[config.mk]
export PLATFORM = sky130hd
export DESIGN_NAME = power_sequencer
export DESIGN_NICKNAME = d
export VERILOG_FILES = /design/src/power_seq_pkg.sv /design/src/delay_timer_if.sv /design/src/delay_timer.sv /design/src/power_sequencer.sv
export SDC_FILE = /design/constraint.sdc
export NUM_CORES = 1
export LEC_CHECK = 0
export ABC_AREA = 1
export BUFFER_PORTS_ARGS = -buffer_cell sky130_fd_sc_hd__buf_2
export CAP_MARGIN = 10
export CORE_AREA = 4 4 114 84
export CTS_CLUSTER_SIZE = 24
export DETAILED_ROUTE_END_ITERATION = 12
export DIE_AREA = 0 0 118 88
export RECOVER_POWER = 25
export SLEW_MARGIN = 0
export SYNTH_ARGS = -nofsm -noshare
export SYNTH_HDL_FRONTEND = slang
export SYNTH_SLANG_ARGS = --single-unit
[constraint.sdc]
create_clock -name clock -period 2.2 [get_ports clock]
set_input_delay 0.11 -clock clock [delete_from_list [all_inputs] [get_ports clock]]
set_output_delay 0.11 -clock clock [all_outputs]
set_load 0.02 [all_outputs]
[src/power_seq_pkg.sv]
// shared constants for the module power and reset sequencer
package power_seq_pkg;
    localparam longint CLK_HZ = 64'd10_000_000;
    localparam int TIMER_W = 28;
    // documented time figures, in their own units
    localparam longint T_RESET_RELEASE_MS = 64'd200;
    localparam longint T_RAIL_UP_MS = 64'd60;
    localparam longint T_CTS_US = 64'd100;
    localparam longint T_READY_S = 64'd10;
    localparam longint T_RESET_MIN_US = 64'd100;
    localparam longint T_RAIL_DROP_US = 64'd30;
    localparam longint T_SW_RESET_S = 64'd10;
    // longest times round down, least times round up
    localparam logic [TIMER_W-1:0] RESET_RELEASE_CYC = TIMER_W'((T_RESET_RELEASE_MS * CLK_HZ) / 64'd1000);
    localparam logic [TIMER_W-1:0] RAIL_UP_CYC = TIMER_W'((T_RAIL_UP_MS * CLK_HZ) / 64'd1000);
    localparam logic [TIMER_W-1:0] CTS_CYC = TIMER_W'((T_CTS_US * CLK_HZ) / 64'd1_000_000);
    localparam logic [TIMER_W-1:0] READY_CYC = TIMER_W'(T_READY_S * CLK_HZ);
    localparam logic [TIMER_W-1:0] SW_RESET_CYC = TIMER_W'(T_SW_RESET_S * CLK_HZ);
    localparam logic [TIMER_W-1:0] RAIL_DROP_CYC = TIMER_W'((T_RAIL_DROP_US * CLK_HZ) / 64'd1_000_000);
    localparam int RESET_MIN_W = 11;
    localparam logic [RESET_MIN_W-1:0] RESET_MIN_CYC =
        RESET_MIN_W'((T_RESET_MIN_US * CLK_HZ + 64'd999_999) / 64'd1_000_000);
    // timer load and state register add two cycles; pin sync and start add three more
    localparam logic [TIMER_W-1:0] TIMER_PIPE_CYC = 28'h0000002;
    localparam logic [TIMER_W-1:0] RELEASE_PIPE_CYC = 28'h0000005;
    localparam int SYNC_W = 3;
    localparam int SYNC_SUPPLY = 0;
    localparam int SYNC_RESET = 1;
    localparam int SYNC_WAKE = 2;
    typedef enum logic [3:0] {
        ST_UNPOWERED,
        ST_RESET_DELAY,
        ST_RAIL_DELAY,
        ST_CTS_DELAY,
        ST_BOOT,
        ST_READY,
        ST_SW_RESET,
        ST_POWER_DOWN,
        ST_OFF_MODE,
        ST_HW_RESET
    } seq_state_e;
endpackage

[src/delay_timer_if.sv]
// load and expiry signals between the sequencer and its delay timer
`timescale 1ns/1ns
interface delay_timer_if;
    logic load;
    logic [power_seq_pkg::TIMER_W-1:0] value;
    logic done;
    modport timer (input load, input value, output done);
    modport user (output load, output value, input done);
endinterface

[src/delay_timer.sv]
// one-shot down counter that flags expiry a loaded number of cycles later
`timescale 1ns/1ns
module delay_timer (
    input wire logic clock,
    input wire logic rst_n,
    delay_timer_if.timer tif
);
    logic [power_seq_pkg::TIMER_W-1:0] count_reg;
    logic busy_reg;
    logic done_reg;

    assign tif.done = done_reg;

    always_ff @(posedge clock)
    begin
        if (!rst_n)
        begin
            count_reg <= '0;
            busy_reg <= 1'b0;
            done_reg <= 1'b0;
        end
        else if (tif.load)
        begin
            count_reg <= tif.value;
            busy_reg <= 1'b1;
            done_reg <= 1'b0;
        end
        else if (busy_reg)
        begin
            if (count_reg <= power_seq_pkg::TIMER_W'(1))
            begin
                busy_reg <= 1'b0;
                done_reg <= 1'b1;
            end
            else
            begin
                count_reg <= count_reg - power_seq_pkg::TIMER_W'(1);
            end
        end
    end
endmodule

[src/power_sequencer.sv]
// device-side power-up, reset and power-down sequencer
// Function
// [RULE_01] after baseband supply arrives, release the internal reset within 200 ms
// [RULE_02] raise the I/O supply rail within 60 ms of reset release
// [RULE_03] assert primary clear-to-send within 100 us of the rail rising
// [RULE_04] signal command readiness within 10 s of clear-to-send
// [RULE_05] host holds the reset line low at least 100 us
// [RULE_06] reset line low drops the I/O rail within 30 us
// [RULE_07] after software reset, command readiness returns within 10 s
// [RULE_08] USB enumeration completes within clear-to-send plus readiness maxima of rail rise
// [RULE_09] host sends power-off command, then drops wake request on acknowledge
// [RULE_10] host removes supplies only once the I/O rail reads low
// [RULE_11] in off mode, a high wake request wakes the device
// [RULE_12] emergency removal: hold reset, await rail low, remove supplies, then release
// [RULE_13] reset held at least 100 us resets the device in any state
// [RULE_14] host must not pull reset low during a power cycle
// [RULE_15] during reset all device I/Os are undefined
// [RULE_16] host prefers software reset over the hardware reset line
// [RULE_17] clock outputs start disabled; only the config command changes them; the code also clears them on entering any state but ST_READY or ST_POWER_DOWN
// [RULE_18] start regardless of power switch, but never while reset is low
// [RULE_19] host times each awaited event against its maximum
`timescale 1ns/1ns
module power_sequencer #(
    parameter logic [power_seq_pkg::TIMER_W-1:0] RESET_RELEASE_CYC = power_seq_pkg::RESET_RELEASE_CYC,
    parameter logic [power_seq_pkg::TIMER_W-1:0] RAIL_UP_CYC = power_seq_pkg::RAIL_UP_CYC,
    parameter logic [power_seq_pkg::TIMER_W-1:0] READY_CYC = power_seq_pkg::READY_CYC,
    parameter logic [power_seq_pkg::TIMER_W-1:0] SW_RESET_CYC = power_seq_pkg::SW_RESET_CYC
) (
    input wire logic clock,
    input wire logic rst_n,
    input wire logic baseband_supply,
    input wire logic reset_line_n,
    input wire logic wake_request,
    input wire logic software_reset_command,
    input wire logic power_off_command,
    input wire logic io_config_command,
    input wire logic io_config_fast_en,
    input wire logic io_config_slow_en,
    output logic reset_released,
    output logic io_supply_rail,
    output logic primary_serial_clear_to_send_n,
    output logic command_ready,
    output logic usb_enumerated,
    output logic power_off_ack,
    output logic fast_clock_output_en,
    output logic slow_clock_output_en,
    output logic io_undefined
);
    logic [power_seq_pkg::SYNC_W-1:0] pin_meta_reg;
    logic [power_seq_pkg::SYNC_W-1:0] pin_sync_reg;
    logic supply_ok;
    logic reset_low;
    logic wake_high;
    power_seq_pkg::seq_state_e state_reg;
    power_seq_pkg::seq_state_e state_next;
    logic load_reg;
    logic [power_seq_pkg::TIMER_W-1:0] value_reg;
    logic timer_expired;
    logic [power_seq_pkg::RESET_MIN_W-1:0] low_cnt_reg;
    logic reset_taken_reg;
    logic reset_released_reg;
    logic rail_reg;
    logic cts_n_reg;
    logic ready_reg;
    logic usb_reg;
    logic ack_reg;
    logic fast_en_reg;
    logic slow_en_reg;
    logic undefined_reg;

    delay_timer_if tif ();

    delay_timer u_timer (
        .clock(clock),
        .rst_n(rst_n),
        .tif(tif)
    );

    // loads trimmed by the pipeline so each whole path still meets its maximum
    function automatic logic [power_seq_pkg::TIMER_W-1:0] delay_for(input power_seq_pkg::seq_state_e st);
        case (st)
            power_seq_pkg::ST_RESET_DELAY: delay_for = RESET_RELEASE_CYC - power_seq_pkg::RELEASE_PIPE_CYC;
            power_seq_pkg::ST_RAIL_DELAY: delay_for = RAIL_UP_CYC - power_seq_pkg::TIMER_PIPE_CYC;
            power_seq_pkg::ST_CTS_DELAY: delay_for = power_seq_pkg::CTS_CYC - power_seq_pkg::TIMER_PIPE_CYC;
            power_seq_pkg::ST_BOOT: delay_for = READY_CYC - power_seq_pkg::TIMER_PIPE_CYC;
            power_seq_pkg::ST_SW_RESET: delay_for = SW_RESET_CYC - power_seq_pkg::TIMER_PIPE_CYC;
            default: delay_for = power_seq_pkg::TIMER_W'(1);
        endcase
    endfunction

    // pins come from the host's domain
    genvar gi;
    generate
        for (gi = 0; gi < power_seq_pkg::SYNC_W; gi = gi + 1)
        begin : g_sync
            always_ff @(posedge clock)
            begin
                if (!rst_n)
                begin
                    pin_meta_reg[gi] <= 1'b0;
                    pin_sync_reg[gi] <= 1'b0;
                end
                else
                begin
                    pin_meta_reg[gi] <= (gi == power_seq_pkg::SYNC_RESET) ? ~reset_line_n :
                        ((gi == power_seq_pkg::SYNC_SUPPLY) ? baseband_supply : wake_request);
                    pin_sync_reg[gi] <= pin_meta_reg[gi];
                end
            end
        end
    endgenerate

    assign supply_ok = pin_sync_reg[power_seq_pkg::SYNC_SUPPLY];
    assign reset_low = pin_sync_reg[power_seq_pkg::SYNC_RESET];
    assign wake_high = pin_sync_reg[power_seq_pkg::SYNC_WAKE];
    assign tif.load = load_reg;
    assign tif.value = value_reg;
    // a stale expiry from the previous delay is masked in the load cycle
    assign timer_expired = tif.done && !load_reg;

    always_comb
    begin
        state_next = state_reg;
        if (!supply_ok)
        begin
            state_next = power_seq_pkg::ST_UNPOWERED;
        end
        else if (reset_low)
        begin
            // no start while reset is held; a running device drops into reset
            if (state_reg != power_seq_pkg::ST_UNPOWERED) // [RULE_18]
            begin
                state_next = power_seq_pkg::ST_HW_RESET; // [RULE_13]
            end
        end
        else
        begin
            case (state_reg)
                power_seq_pkg::ST_UNPOWERED:
                begin
                    // power switch input is ignored in unmanaged mode
                    state_next = power_seq_pkg::ST_RESET_DELAY; // [RULE_18]
                end
                power_seq_pkg::ST_RESET_DELAY:
                begin
                    if (timer_expired)
                    begin
                        state_next = power_seq_pkg::ST_RAIL_DELAY; // [RULE_01]
                    end
                end
                power_seq_pkg::ST_RAIL_DELAY:
                begin
                    if (timer_expired)
                    begin
                        state_next = power_seq_pkg::ST_CTS_DELAY; // [RULE_02]
                    end
                end
                power_seq_pkg::ST_CTS_DELAY:
                begin
                    if (timer_expired)
                    begin
                        state_next = power_seq_pkg::ST_BOOT; // [RULE_03]
                    end
                end
                power_seq_pkg::ST_BOOT, power_seq_pkg::ST_SW_RESET:
                begin
                    if (timer_expired)
                    begin
                        state_next = power_seq_pkg::ST_READY; // [RULE_04] [RULE_07]
                    end
                end
                power_seq_pkg::ST_READY:
                begin
                    if (power_off_command)
                    begin
                        state_next = power_seq_pkg::ST_POWER_DOWN;
                    end
                    else if (software_reset_command)
                    begin
                        state_next = power_seq_pkg::ST_SW_RESET;
                    end
                end
                power_seq_pkg::ST_POWER_DOWN:
                begin
                    // rail stays up until the host lets the wake request fall
                    if (!wake_high)
                    begin
                        state_next = power_seq_pkg::ST_OFF_MODE;
                    end
                end
                power_seq_pkg::ST_OFF_MODE:
                begin
                    if (wake_high)
                    begin
                        state_next = power_seq_pkg::ST_RAIL_DELAY; // [RULE_11]
                    end
                end
                power_seq_pkg::ST_HW_RESET:
                begin
                    // any release restarts the boot from reset release
                    state_next = power_seq_pkg::ST_RESET_DELAY;
                end
                default:
                begin
                    state_next = power_seq_pkg::ST_UNPOWERED;
                end
            endcase
        end
    end

    always_ff @(posedge clock)
    begin
        if (!rst_n)
        begin
            state_reg <= power_seq_pkg::ST_UNPOWERED;
        end
        else
        begin
            state_reg <= state_next;
        end
    end

    // one load pulse on each state change
    always_ff @(posedge clock)
    begin
        if (!rst_n)
        begin
            load_reg <= 1'b0;
            value_reg <= '0;
        end
        else
        begin
            load_reg <= (state_next != state_reg);
            value_reg <= delay_for(state_next);
        end
    end

    // reset held long enough is recorded as a full reset
    always_ff @(posedge clock)
    begin
        if (!rst_n)
        begin
            low_cnt_reg <= '0;
            reset_taken_reg <= 1'b0;
        end
        else if (!reset_low)
        begin
            low_cnt_reg <= '0;
            reset_taken_reg <= 1'b0;
        end
        else if (low_cnt_reg < power_seq_pkg::RESET_MIN_CYC)
        begin
            low_cnt_reg <= low_cnt_reg + power_seq_pkg::RESET_MIN_W'(1);
        end
        else
        begin
            reset_taken_reg <= 1'b1; // [RULE_13]
        end
    end

    // pin levels follow the state being entered
    always_ff @(posedge clock)
    begin
        if (!rst_n)
        begin
            reset_released_reg <= 1'b0;
            rail_reg <= 1'b0;
            cts_n_reg <= 1'b1;
            ready_reg <= 1'b0;
            usb_reg <= 1'b0;
            undefined_reg <= 1'b0;
        end
        else
        begin
            reset_released_reg <= (state_next != power_seq_pkg::ST_UNPOWERED) &&
                (state_next != power_seq_pkg::ST_RESET_DELAY) &&
                (state_next != power_seq_pkg::ST_HW_RESET); // [RULE_01]
            // rail drops three cycles after the pin falls, far inside the limit
            rail_reg <= (state_next == power_seq_pkg::ST_CTS_DELAY) ||
                (state_next == power_seq_pkg::ST_BOOT) ||
                (state_next == power_seq_pkg::ST_READY) ||
                (state_next == power_seq_pkg::ST_SW_RESET) ||
                (state_next == power_seq_pkg::ST_POWER_DOWN); // [RULE_02] [RULE_06]
            cts_n_reg <= !((state_next == power_seq_pkg::ST_BOOT) ||
                (state_next == power_seq_pkg::ST_READY) ||
                (state_next == power_seq_pkg::ST_SW_RESET) ||
                (state_next == power_seq_pkg::ST_POWER_DOWN)); // [RULE_03]
            ready_reg <= (state_next == power_seq_pkg::ST_READY) ||
                (state_next == power_seq_pkg::ST_POWER_DOWN); // [RULE_04] [RULE_07]
            // enumeration lands with readiness, inside the summed bound
            usb_reg <= (state_next == power_seq_pkg::ST_READY) ||
                (state_next == power_seq_pkg::ST_SW_RESET) ||
                (state_next == power_seq_pkg::ST_POWER_DOWN); // [RULE_08]
            undefined_reg <= (state_next == power_seq_pkg::ST_HW_RESET) || reset_taken_reg; // [RULE_15]
        end
    end

    // positive acknowledge of the power-off command
    always_ff @(posedge clock)
    begin
        if (!rst_n)
        begin
            ack_reg <= 1'b0;
        end
        else
        begin
            ack_reg <= (state_reg == power_seq_pkg::ST_READY) &&
                (state_next == power_seq_pkg::ST_POWER_DOWN);
        end
    end

    // clock outputs off at every start; config only honoured when ready
    always_ff @(posedge clock)
    begin
        if (!rst_n)
        begin
            fast_en_reg <= 1'b0;
            slow_en_reg <= 1'b0;
        end
        else if (state_next != power_seq_pkg::ST_READY)
        begin
            if (state_next != power_seq_pkg::ST_POWER_DOWN)
            begin
                fast_en_reg <= 1'b0; // [RULE_17]
                slow_en_reg <= 1'b0; // [RULE_17]
            end
        end
        else if (io_config_command && state_reg == power_seq_pkg::ST_READY)
        begin
            fast_en_reg <= io_config_fast_en; // [RULE_17]
            slow_en_reg <= io_config_slow_en; // [RULE_17]
        end
    end

    assign reset_released = reset_released_reg;
    assign io_supply_rail = rail_reg;
    assign primary_serial_clear_to_send_n = cts_n_reg;
    assign command_ready = ready_reg;
    assign usb_enumerated = usb_reg;
    assign power_off_ack = ack_reg;
    assign fast_clock_output_en = fast_en_reg;
    assign slow_clock_output_en = slow_en_reg;
    assign io_undefined = undefined_reg;
endmodule
==> results of run 1 <==
## placed cells by master, fill, tap and decap left out, drive strengths merged, types with 4 or more instances in the layout
cell,n
nand2,126
or2,4
nor2,102
nor3,7
xnor2,7
dfxtp,73
nand4,4
inv,59
a21oi,38
nand3,44
xor2,7
clkbuf,20
buf,13
o21ai,41
## worst paths after layout
| path | slack (ps) | end | start | depth (start not counted) |
|---|---|---|---|---|
| worst max-delay path | 250 | u_timer.count_reg[18] | u_timer.count_reg[0] | 11 |
| worst min-delay path | 40 | fast_clock_output_en | io_config_fast_en | 3 |
| worst max register to register | 250 | u_timer.count_reg[18] | u_timer.count_reg[0] | 11 |
| worst min register to register | 410 | wake_high | pin_meta_reg[2] | 2 |
## cells in the mapped netlist (2+ instances only)
cell | count | area [um^2]
a21oi_1 | 37 | 185
buf_2 | 2 | 10.0
clkbuf_1 | 3 | 11.3
dfxtp_1 | 73 | 1460
ha_1 | 3 | 37.5
inv_1 | 51 | 191
inv_2 | 7 | 26.3
nand2_1 | 119 | 447
nand2_2 | 4 | 25.0
nand2_4 | 3 | 33.8
nand3_1 | 43 | 215
nand4_1 | 4 | 25.0
nor2_1 | 90 | 338
nor2_2 | 10 | 62.6
nor2_4 | 2 | 22.5
nor3_1 | 7 | 35.0
o211ai_1 | 3 | 22.5
o21ai_0 | 35 | 175
o21ai_1 | 5 | 25.0
o21bai_1 | 2 | 15.0
or2_2 | 4 | 25.0
xnor2_1 | 7 | 61.3
xor2_1 | 7 | 61.3
## cell type report
type / instances / area [um^2]
timing repair buffer: 25 / 139
inverter: 58 / 218
multi-input combinational: 394 / 1890
tap: 105 / 131
sequential: 73 / 1460
clock buffer: 11 / 243
fill: 848 / 4190
clock inverter: 5 / 63.8
## worst reg2reg max path: cells and delay by family, from the launching register on
| family | cells | cell delay [ps] |
|---|---|---|
| and+or+nand+nor | 7 | 840 |
| DFF | 1 | 410 |
| adders and majority gates | 1 | 270 |
| buffers and inverters | 2 | 260 |
| AOI/OAI and AO/OA | 1 | 80 |
## power groups by stage
stage / combinational [uW] / clock (uW) / sequential, uW
after floorplan: 665 / 0 / 1470
after global placement: 827 / 0 / 1490
after detailed placement: 825 / 0 / 1490
after CTS: 836 / 1520 / 1460
after global routing: 971 / 1570 / 1470
final: 860 / 1480 / 1460
## cell families after synthesis
logic type,after synthesis
XOR/XNOR,14
buffers and inverters,67
AO/OA/AOI/OAI,88
flip-flops,73
adder cells (fa/ha/maj),3
AND/OR/NAND/NOR,289
## layer usage
layer | global-route usage, % | routed length, um
met4 | 4.26 | 48
met1 | 26.4 | 4830
met2 | 25.2 | 3440
met5 | 0 | 0
met3 | 5.10 | 437
## what timing repair did
item / in CTS / in global routing
hold endpoints to repair: 3 / 0
gates resized for setup: 0 / 1
hold buffers: 3 / 0
setup endpoints to repair: 0 / 3
## metrics by stage
step,utilization (%),cell area (um^2),worst slack (ps),hold slack [ps],power [uW]
global route,49.7,4150,6.56,50.7,4010
CTS,49.9,4160,241,30.5,3820
global placement,45.9,3830,368,295,2320
finish,49.7,4150,253,41.5,3800
floorplan,-,3630,553,182,2130
detailed placement,45.9,3830,276,301,2310
==> results.py, run 1 <==
metrics = {
    "synthesis": {
        "synth_edf_count": 0,
        "yosysUniqueCellTypes": 36,
        "ys_async_sr_fraction_pct": 0,
        "syn_area_um2": 3630,
        "synth_xor_area_share_pct": 3.37,
        "syn_nets": 547,
        "synth-compound-area-share_pct": 13.2,
        "synth-seq-area-share_pct": 40.2,
        "avgSynthCellArea_um2": 6.80,
        "ys_warn_count": 0,
        "yosys.area_share.simple_pct": 34.6,
        "syn_inst": 534,
        "synth.area.mux_share_pct": 0,
        "synth_top_family_by_area": "simple AND/OR/NAND/NOR gates",
        "yosys_register_bits": 73,
        "ys.flop_type": "dfxtp_1",
        "synthAdderAreaFrac_pct": 1.03,
    },
    "global_route": {
        "grt_use_total_pct": 17.7,
        "grt_pass1_vias": 3017,
        "antenna_found_initial": 0,
        "overflow": 0,
        "grt_max_degree": 33,
        "grt_pass1_wl_um": 14700,
    },
    "timing": {
        "worst_slew_pin_slew_ps": 614,
        "final-hold-violation-count": 0,
        "max_slew_margin_pct": 58.9,
        "rsz0062_at_grt": "no",
        "finClkSkew_ps": 8.10,
        "setup_viol": 0,
        "fin_tns_setup_ps": 0,
        "max_clock_freq_ghz": 0.514,
        "slew_violations": 0,
        "fin_crit_sh_pct": 88.5,
        "min_period_ps": 1950,
    },
    "outcome": {
        "status": "completed",
    },
    "placement": {
        "io_buffers": 18,
        "place_congestion": 0.918,
        "dpl.cell_count": 652,
        "hpwlAfterDp_um": 6500,
    },
    "worst_setup_path": {
        "required_ps": 2450,
        "critPathLaunchType": "flip-flop",
        "cp_cell_sequence": "inv_1, ha_1, nand2_1, nand2_1, nand2_1, nor2_1, nor2_2, nand2_1, inv_1, nand2_1, o21ai_0",
        "end_kind": "flip-flop",
        "slowest_stage": "dfxtp_1",
        "critPathArrivalTime_ps": 2200,
        "cp_common_cell": "nand2_1",
        "cp_top_family": "simple AND/OR/NAND/NOR gates",
        "crit_fanout": 6,
        "path_buf_inv": 2,
        "worstSetupPathType": "flip-flop to flip-flop",
        "max_stage_delay_ps": 410,
    },
    "floorplan": {
        "initial_core_util_pct": 43.6,
        "core_um2": 8340,
        "dieArea_um2": 10400,
        "io_pins": 19,
        "die_height_um": 88,
        "rows": 28,
        "die_w_um": 118,
    },
    "drt": {
        "drc_errors": 0,
        "vias_per_cell": 5.02,
        "first_pass_iters": 5,
        "via_count": 3369,
        "routed_wl_um": 8760,
        "avgRoutedWirePerCell_um": 13.1,
        "first_iter_violations": 269,
        "ant_nets": 0,
    },
    "pwr": {
        "vdd_drop_max_v": 0.000423,
        "swShare_pct": 31.4,
        "power_switching_uw": 1190,
        "p_int_uw": 2610,
        "powerDensity_nw_per_um2": 917,
        "clkPwrFrac_pct": 38.9,
        "p_leak_uw": 0.00199,
        "combPwrFrac_pct": 22.6,
        "seqPwrFrac_pct": 38.5,
    },
    "cts": {
        "cts_tree": "built",
        "cts_setup_buffers": 0,
        "path_clk_slew_ps": 60,
        "clockRootBuffer": "clkbuf_16",
        "clk_latency_ps": 330,
        "htree_levels": 3,
        "cts_max_path_buffers": 2,
        "cts_sinks": 73,
        "numCtsBuffers": 9,
    },
    "worst_hold_path": {
        "min_path_type": "input pin to flip-flop",
    },
    "cells_and_area": {
        "largest_reg_flops": 28,
        "antenna_cells": 0,
        "fin_cells": 671,
        "drive_gt1_share_pct": 10.8,
        "layout.nets": 574,
        "area_growth_pct": 14.2,
    },
    "flow_run": {
        "maxCapViolations": 0,
    },
}
No activity file was read; power rests on OpenSTA's default activity.
==> run 2, diff against run 1 <==
- CORE_AREA: 4 4 114 84 -> 4 4 103 76
- DIE_AREA: 0 0 118 88 -> 0 0 107 80
- GPL_TIMING_DRIVEN: default -> 1
- PLACE_DENSITY: default -> 0.71
==> results.py, run 2 (synthesis gave the netlist of run 1 again) <==
metrics = {
    "worst_setup_path": {
        "cp_common_cell": "nand2_1",
        "critPathLaunchType": "flip-flop",
        "cp_top_family": "simple AND/OR/NAND/NOR gates",
        "cp_cell_sequence": "inv_1, ha_1, nand2_1, nand2_1, nand2_1, o21ai_2, nand2_4, nand2_1, inv_1, a21oi_1",
        "required_ps": 2490,
        "crit_fanout": 26,
        "end_kind": "flip-flop",
        "path_buf_inv": 2,
        "max_stage_delay_ps": 360,
        "critPathArrivalTime_ps": 2280,
        "slowest_stage": "dfxtp_1",
        "worstSetupPathType": "flip-flop to flip-flop",
    },
    "flow_run": {
        "maxCapViolations": 0,
    },
    "pwr": {
        "powerDensity_nw_per_um2": 814,
        "p_leak_uw": 0.00192,
        "vdd_drop_max_v": 0.000512,
    },
    "global_route": {
        "grt_max_degree": 33,
        "grt_pass1_vias": 2995,
        "grt_pass1_wl_um": 14500,
        "overflow": 0,
        "grt_use_total_pct": 21.6,
        "antenna_found_initial": 0,
    },
    "drt": {
        "first_iter_violations": 281,
        "drc_errors": 0,
        "via_count": 3352,
        "avgRoutedWirePerCell_um": 12.7,
        "ant_nets": 0,
        "top_layer": "met4",
        "wl_met3_um": 612,
        "routed_wl_um": 8410,
        "drt-met1-wl_um": 4420,
        "dr_wl_met2_um": 3310,
        "vias_per_cell": 5.08,
        "first_pass_iters": 5,
    },
    "cts": {
        "path_clk_slew_ps": 80,
        "cts_max_path_buffers": 2,
        "cts_sinks": 73,
        "cts_resized": 0,
        "clockRootBuffer": "clkbuf_8",
        "htree_levels": 3,
        "clk_latency_ps": 360,
        "numCtsBuffers": 9,
        "cts_tree": "built",
    },
    "timing": {
        "worst_slew_pin_slew_ps": 451,
        "max_clock_freq_ghz": 0.502,
        "max_slew_margin_pct": 69.9,
        "min_period_ps": 1990,
        "finClkSkew_ps": 15.2,
        "whs_ps": 21.2,
        "fin_crit_sh_pct": 90.6,
        "setup_viol": 0,
        "rsz0062_at_grt": "no",
        "slew_violations": 0,
        "final-hold-violation-count": 0,
        "fin_tns_setup_ps": 0,
    },
    "floorplan": {
        "rows": 25,
        "initial_core_util_pct": 54.3,
        "die_w_um": 107,
        "die_height_um": 80,
        "io_pins": 19,
        "dieArea_um2": 8560,
        "core_um2": 6690,
    },
    "cells_and_area": {
        "drive_gt1_share_pct": 10.8,
        "layout.nets": 574,
        "antenna_cells": 0,
        "layout_common_cells": "nand2_1 (120), nor2_1 (90), dfxtp_1 (73)",
        "largest_reg_flops": 28,
        "area_growth_pct": 10.4,
        "postLayoutCoreUtil_pct": 59.9,
        "final_common_cell": "nand2_1",
    },
    "worst_hold_path": {
        "min_path_type": "input pin to flip-flop",
    },
    "placement": {
        "hpwlAfterDp_um": 6290,
        "io_buffers": 18,
        "place_congestion": 0.876,
    },
    "outcome": {
        "status": "completed",
    },
}
## run 2: layout make-up
class	count	area (um^2)
fillers	648	2680
inverters	58	218
well taps	94	118
repair buffers	25	139
flip-flops and latches	73	1460
clock buffers	11	141
clock inverters	5	40.0
multi-input cells	394	1890
## run 2: worst register-to-register path, cell delays in order (launching register included)
cell and delay (ps):
dfxtp_1 360, inv_1 100, ha_1 240, nand2_1 150
nand2_1 100, nand2_1 80, o21ai_2 250, nand2_4 220
nand2_1 210, inv_1 90, a21oi_1 140
## run 2: power breakdown
group | internal, uW | switching, uW | leakage (uW)
clock network | 446 | 516 | 0.0000822
registers | 1390 | 73.1 | 0.000593
logic | 306 | 540 | 0.00125
total | 2140 | 1130 | 0.00192
## run 2: per-stage QoR
step	instance area (um^2)	setup slack, ps	total power, uW	cells
2_1_floorplan	3630	553	2130	534
3_3_place_gp	3810	367	2310	641
3_5_place_dp	3810	260	2310	641
4_1_cts	4030	240	3280	660
5_1_grt	4010	44.2	3490	660
6_report	4010	207	3270	660
## run 2: metal layers
layer	vias up	global-route usage, %
met5	-	0
met2	96	29.4
met4	0	5.36
li1	1763	-
met3	8	6.31
met1	1485	32.7
## run 2: final timing paths
kind	startpoint	slack, ps	end	cells after the start
max reg2reg	u_timer.count_reg[0]	210	u_timer.count_reg[23]	10
min reg2reg	pin_meta_reg[0]	420	supply_ok	2
min	io_config_fast_en	20	fast_clock_output_en	3
max	u_timer.count_reg[0]	210	u_timer.count_reg[23]	10
## run 2: timing repair
item                                   in CTS  in global routing
hold buffers                                3                  0
endpoints found under the hold margin       3                  0
setup buffers                               0                  0
==> run 3, diff against run 2 <==
- PLACE_DENSITY: 0.71 -> default
- PLACE_DENSITY_LB_ADDON: default -> 0.25
- RECOVER_POWER: 25 -> default
- SKIP_LAST_GASP: default -> 1
==> results.py, run 3 (synthesis gave the netlist of run 1 again) <==
metrics = {
    "global_route": {
        "grt_max_degree": 33,
        "grt_use_met2_pct": 32.3,
        "grt_pass1_wl_um": 14900,
        "grt_pass1_vias": 3167,
        "busiest_layer": "met2",
        "overflow": 0,
        "antenna_found_initial": 0,
        "grt_use_total_pct": 22.1,
        "use_met1_pct": 31.2,
        "grtUsageMet3_pct": 6.39,
    },
    "cells_and_area": {
        "area_growth_pct": 11.4,
        "antenna_cells": 0,
        "fillers": 663,
        "largest_reg_flops": 28,
        "fin_cells": 660,
        "layout_common_cells": "nand2_1 (119), nor2_1 (90), dfxtp_1 (73)",
        "final_common_cell": "nand2_1",
        "drive_gt1_share_pct": 12.5,
        "layout.nets": 574,
    },
    "timing": {
        "max_clock_freq_ghz": 0.505,
        "worst_slew_pin_slew_ps": 415,
        "fin_tns_setup_ps": 0,
        "final-hold-violation-count": 0,
        "rsz0062_at_grt": "no",
        "fin_crit_sh_pct": 89.9,
        "slew_violations": 0,
        "finClkSkew_ps": 12.3,
        "max_slew_margin_pct": 72.3,
        "timing.final.ws_setup_ps": 221,
        "min_period_ps": 1980,
        "setup_viol": 0,
    },
    "drt": {
        "routed_wl_um": 8640,
        "vias_per_cell": 5.17,
        "via_count": 3415,
        "drc_errors": 0,
        "avgRoutedWirePerCell_um": 13.1,
        "ant_nets": 0,
        "first_iter_violations": 324,
        "first_pass_iters": 5,
    },
    "worst_setup_path": {
        "required_ps": 2490,
        "critPathArrivalTime_ps": 2270,
        "reg2reg_depth": 10,
        "r2r-start": "u_timer.count_reg[0]",
        "crit_path_start": "u_timer.count_reg[0]",
        "worstSetupPathType": "flip-flop to flip-flop",
        "end_kind": "flip-flop",
        "critPathLaunchType": "flip-flop",
        "rrSetupSlack_ps": 220,
        "crit_fanout": 26,
        "r2r-end": "u_timer.count_reg[23]",
    },
    "floorplan": {
        "rows": 25,
        "initial_core_util_pct": 54.3,
        "io_pins": 19,
        "dieArea_um2": 8560,
        "die_w_um": 107,
        "core_um2": 6690,
        "die_height_um": 80,
    },
    "flow_run": {
        "maxCapViolations": 0,
    },
    "pwr": {
        "p_leak_uw": 0.00198,
        "powerDensity_nw_per_um2": 834,
        "vdd_drop_max_v": 0.000520,
    },
    "cts": {
        "path_clk_slew_ps": 80,
        "clockRootBuffer": "clkbuf_8",
        "cts_max_path_buffers": 2,
        "cts_resized": 0,
        "numCtsBuffers": 9,
        "cts_sinks": 73,
        "cts_tree": "built",
        "clk_latency_ps": 350,
        "htree_levels": 3,
    },
    "worst_hold_path": {
        "holdPathStages": 3,
        "hold_end": "slow_clock_output_en",
        "min_path_type": "input pin to flip-flop",
        "min_from": "io_config_slow_en",
    },
    "outcome": {
        "status": "completed",
    },
    "placement": {
        "dpl.cell_count": 640,
        "place_congestion": 0.912,
        "hpwlAfterDp_um": 6430,
        "io_buffers": 18,
        "place_ws_ps": 248,
    },
}
## run 3: changes by cell type in the layout (fill, tap and decap cells not counted)
cell | previous run | this run
inv_6 | 1 | 2
clkbuf_1 | 10 | 0
clkbuf_8 | 10 | 9
buf_4 | 4 | 3
nand2_1 | 120 | 119
clkinv_4 | 1 | 2
clkinv_2 | 0 | 1
clkinvlp_4 | 3 | 1
buf_2 | 9 | 18
bufinv_16 | 0 | 1
nand2_2 | 3 | 4
dlygate4sd3_1 | 3 | 4
## run 3: final cells by class
class,instances,area [um^2],area share [%]
inverter,58,218,5.38
timing repair buffer,25,153,3.77
clock buffer,9,124,3.06
sequential,73,1460,36.1
multi-input combinational,394,1900,46.9
tap,94,118,2.91
clock inverter,7,77.6,1.92
## run 3: report_power, final
group / total (uW) / switching (uW) / internal [uW]
sequential: 1460 / 73.2 / 1390
combinational: 851 / 544 / 307
clock: 1070 / 533 / 533
## run 3: timing repair
action | 4_1_cts | 5_1_grt
endpoints found under the hold margin | 4 | 0
hold buffers | 4 | 0
buffers inserted | 0 | 0
## run 3: stage by stage
step                cell area (um^2)  power (uW)  hold slack (ps)  util, %
finish                          4050        3380             24.9     60.5
CTS                             4050        3390             5.07     60.5
detailed placement              3810        2310              283     56.9
global placement                3810        2310              271     56.9
global route                    4050        3600             18.6     60.5
floorplan                       3630        2130              182        -
## run 3: worst max path at each step
stage | end | slack (ps) | cells after the start
after CTS | u_timer.count_reg[23] | 240 | 10
after floorplan | u_timer.count_reg[15] | 550 | 10
after detailed placement | u_timer.count_reg[23] | 250 | 10
after global routing | u_timer.count_reg[15] | 30 | 10
final | u_timer.count_reg[23] | 220 | 10
after global placement | u_timer.count_reg[15] | 370 | 10
## run 3: metal layers
layer / vias up / wire, um
li1: 1770 / -
met1: 1541 / 4410
met2: 88 / 3510
met3: 16 / 577
met4: 0 / 138
met5: - / 0
## run 3: worst max-delay path, cell delays in order, from the launching register on
cell	delay, ps
dfxtp_1	360
inv_1	90
ha_1	230
nand2_1	150
nand2_1	100
nand2_1	80
o21ai_2	260
nand2_4	220
nand2_1	190
inv_1	90
a21oi_1	140
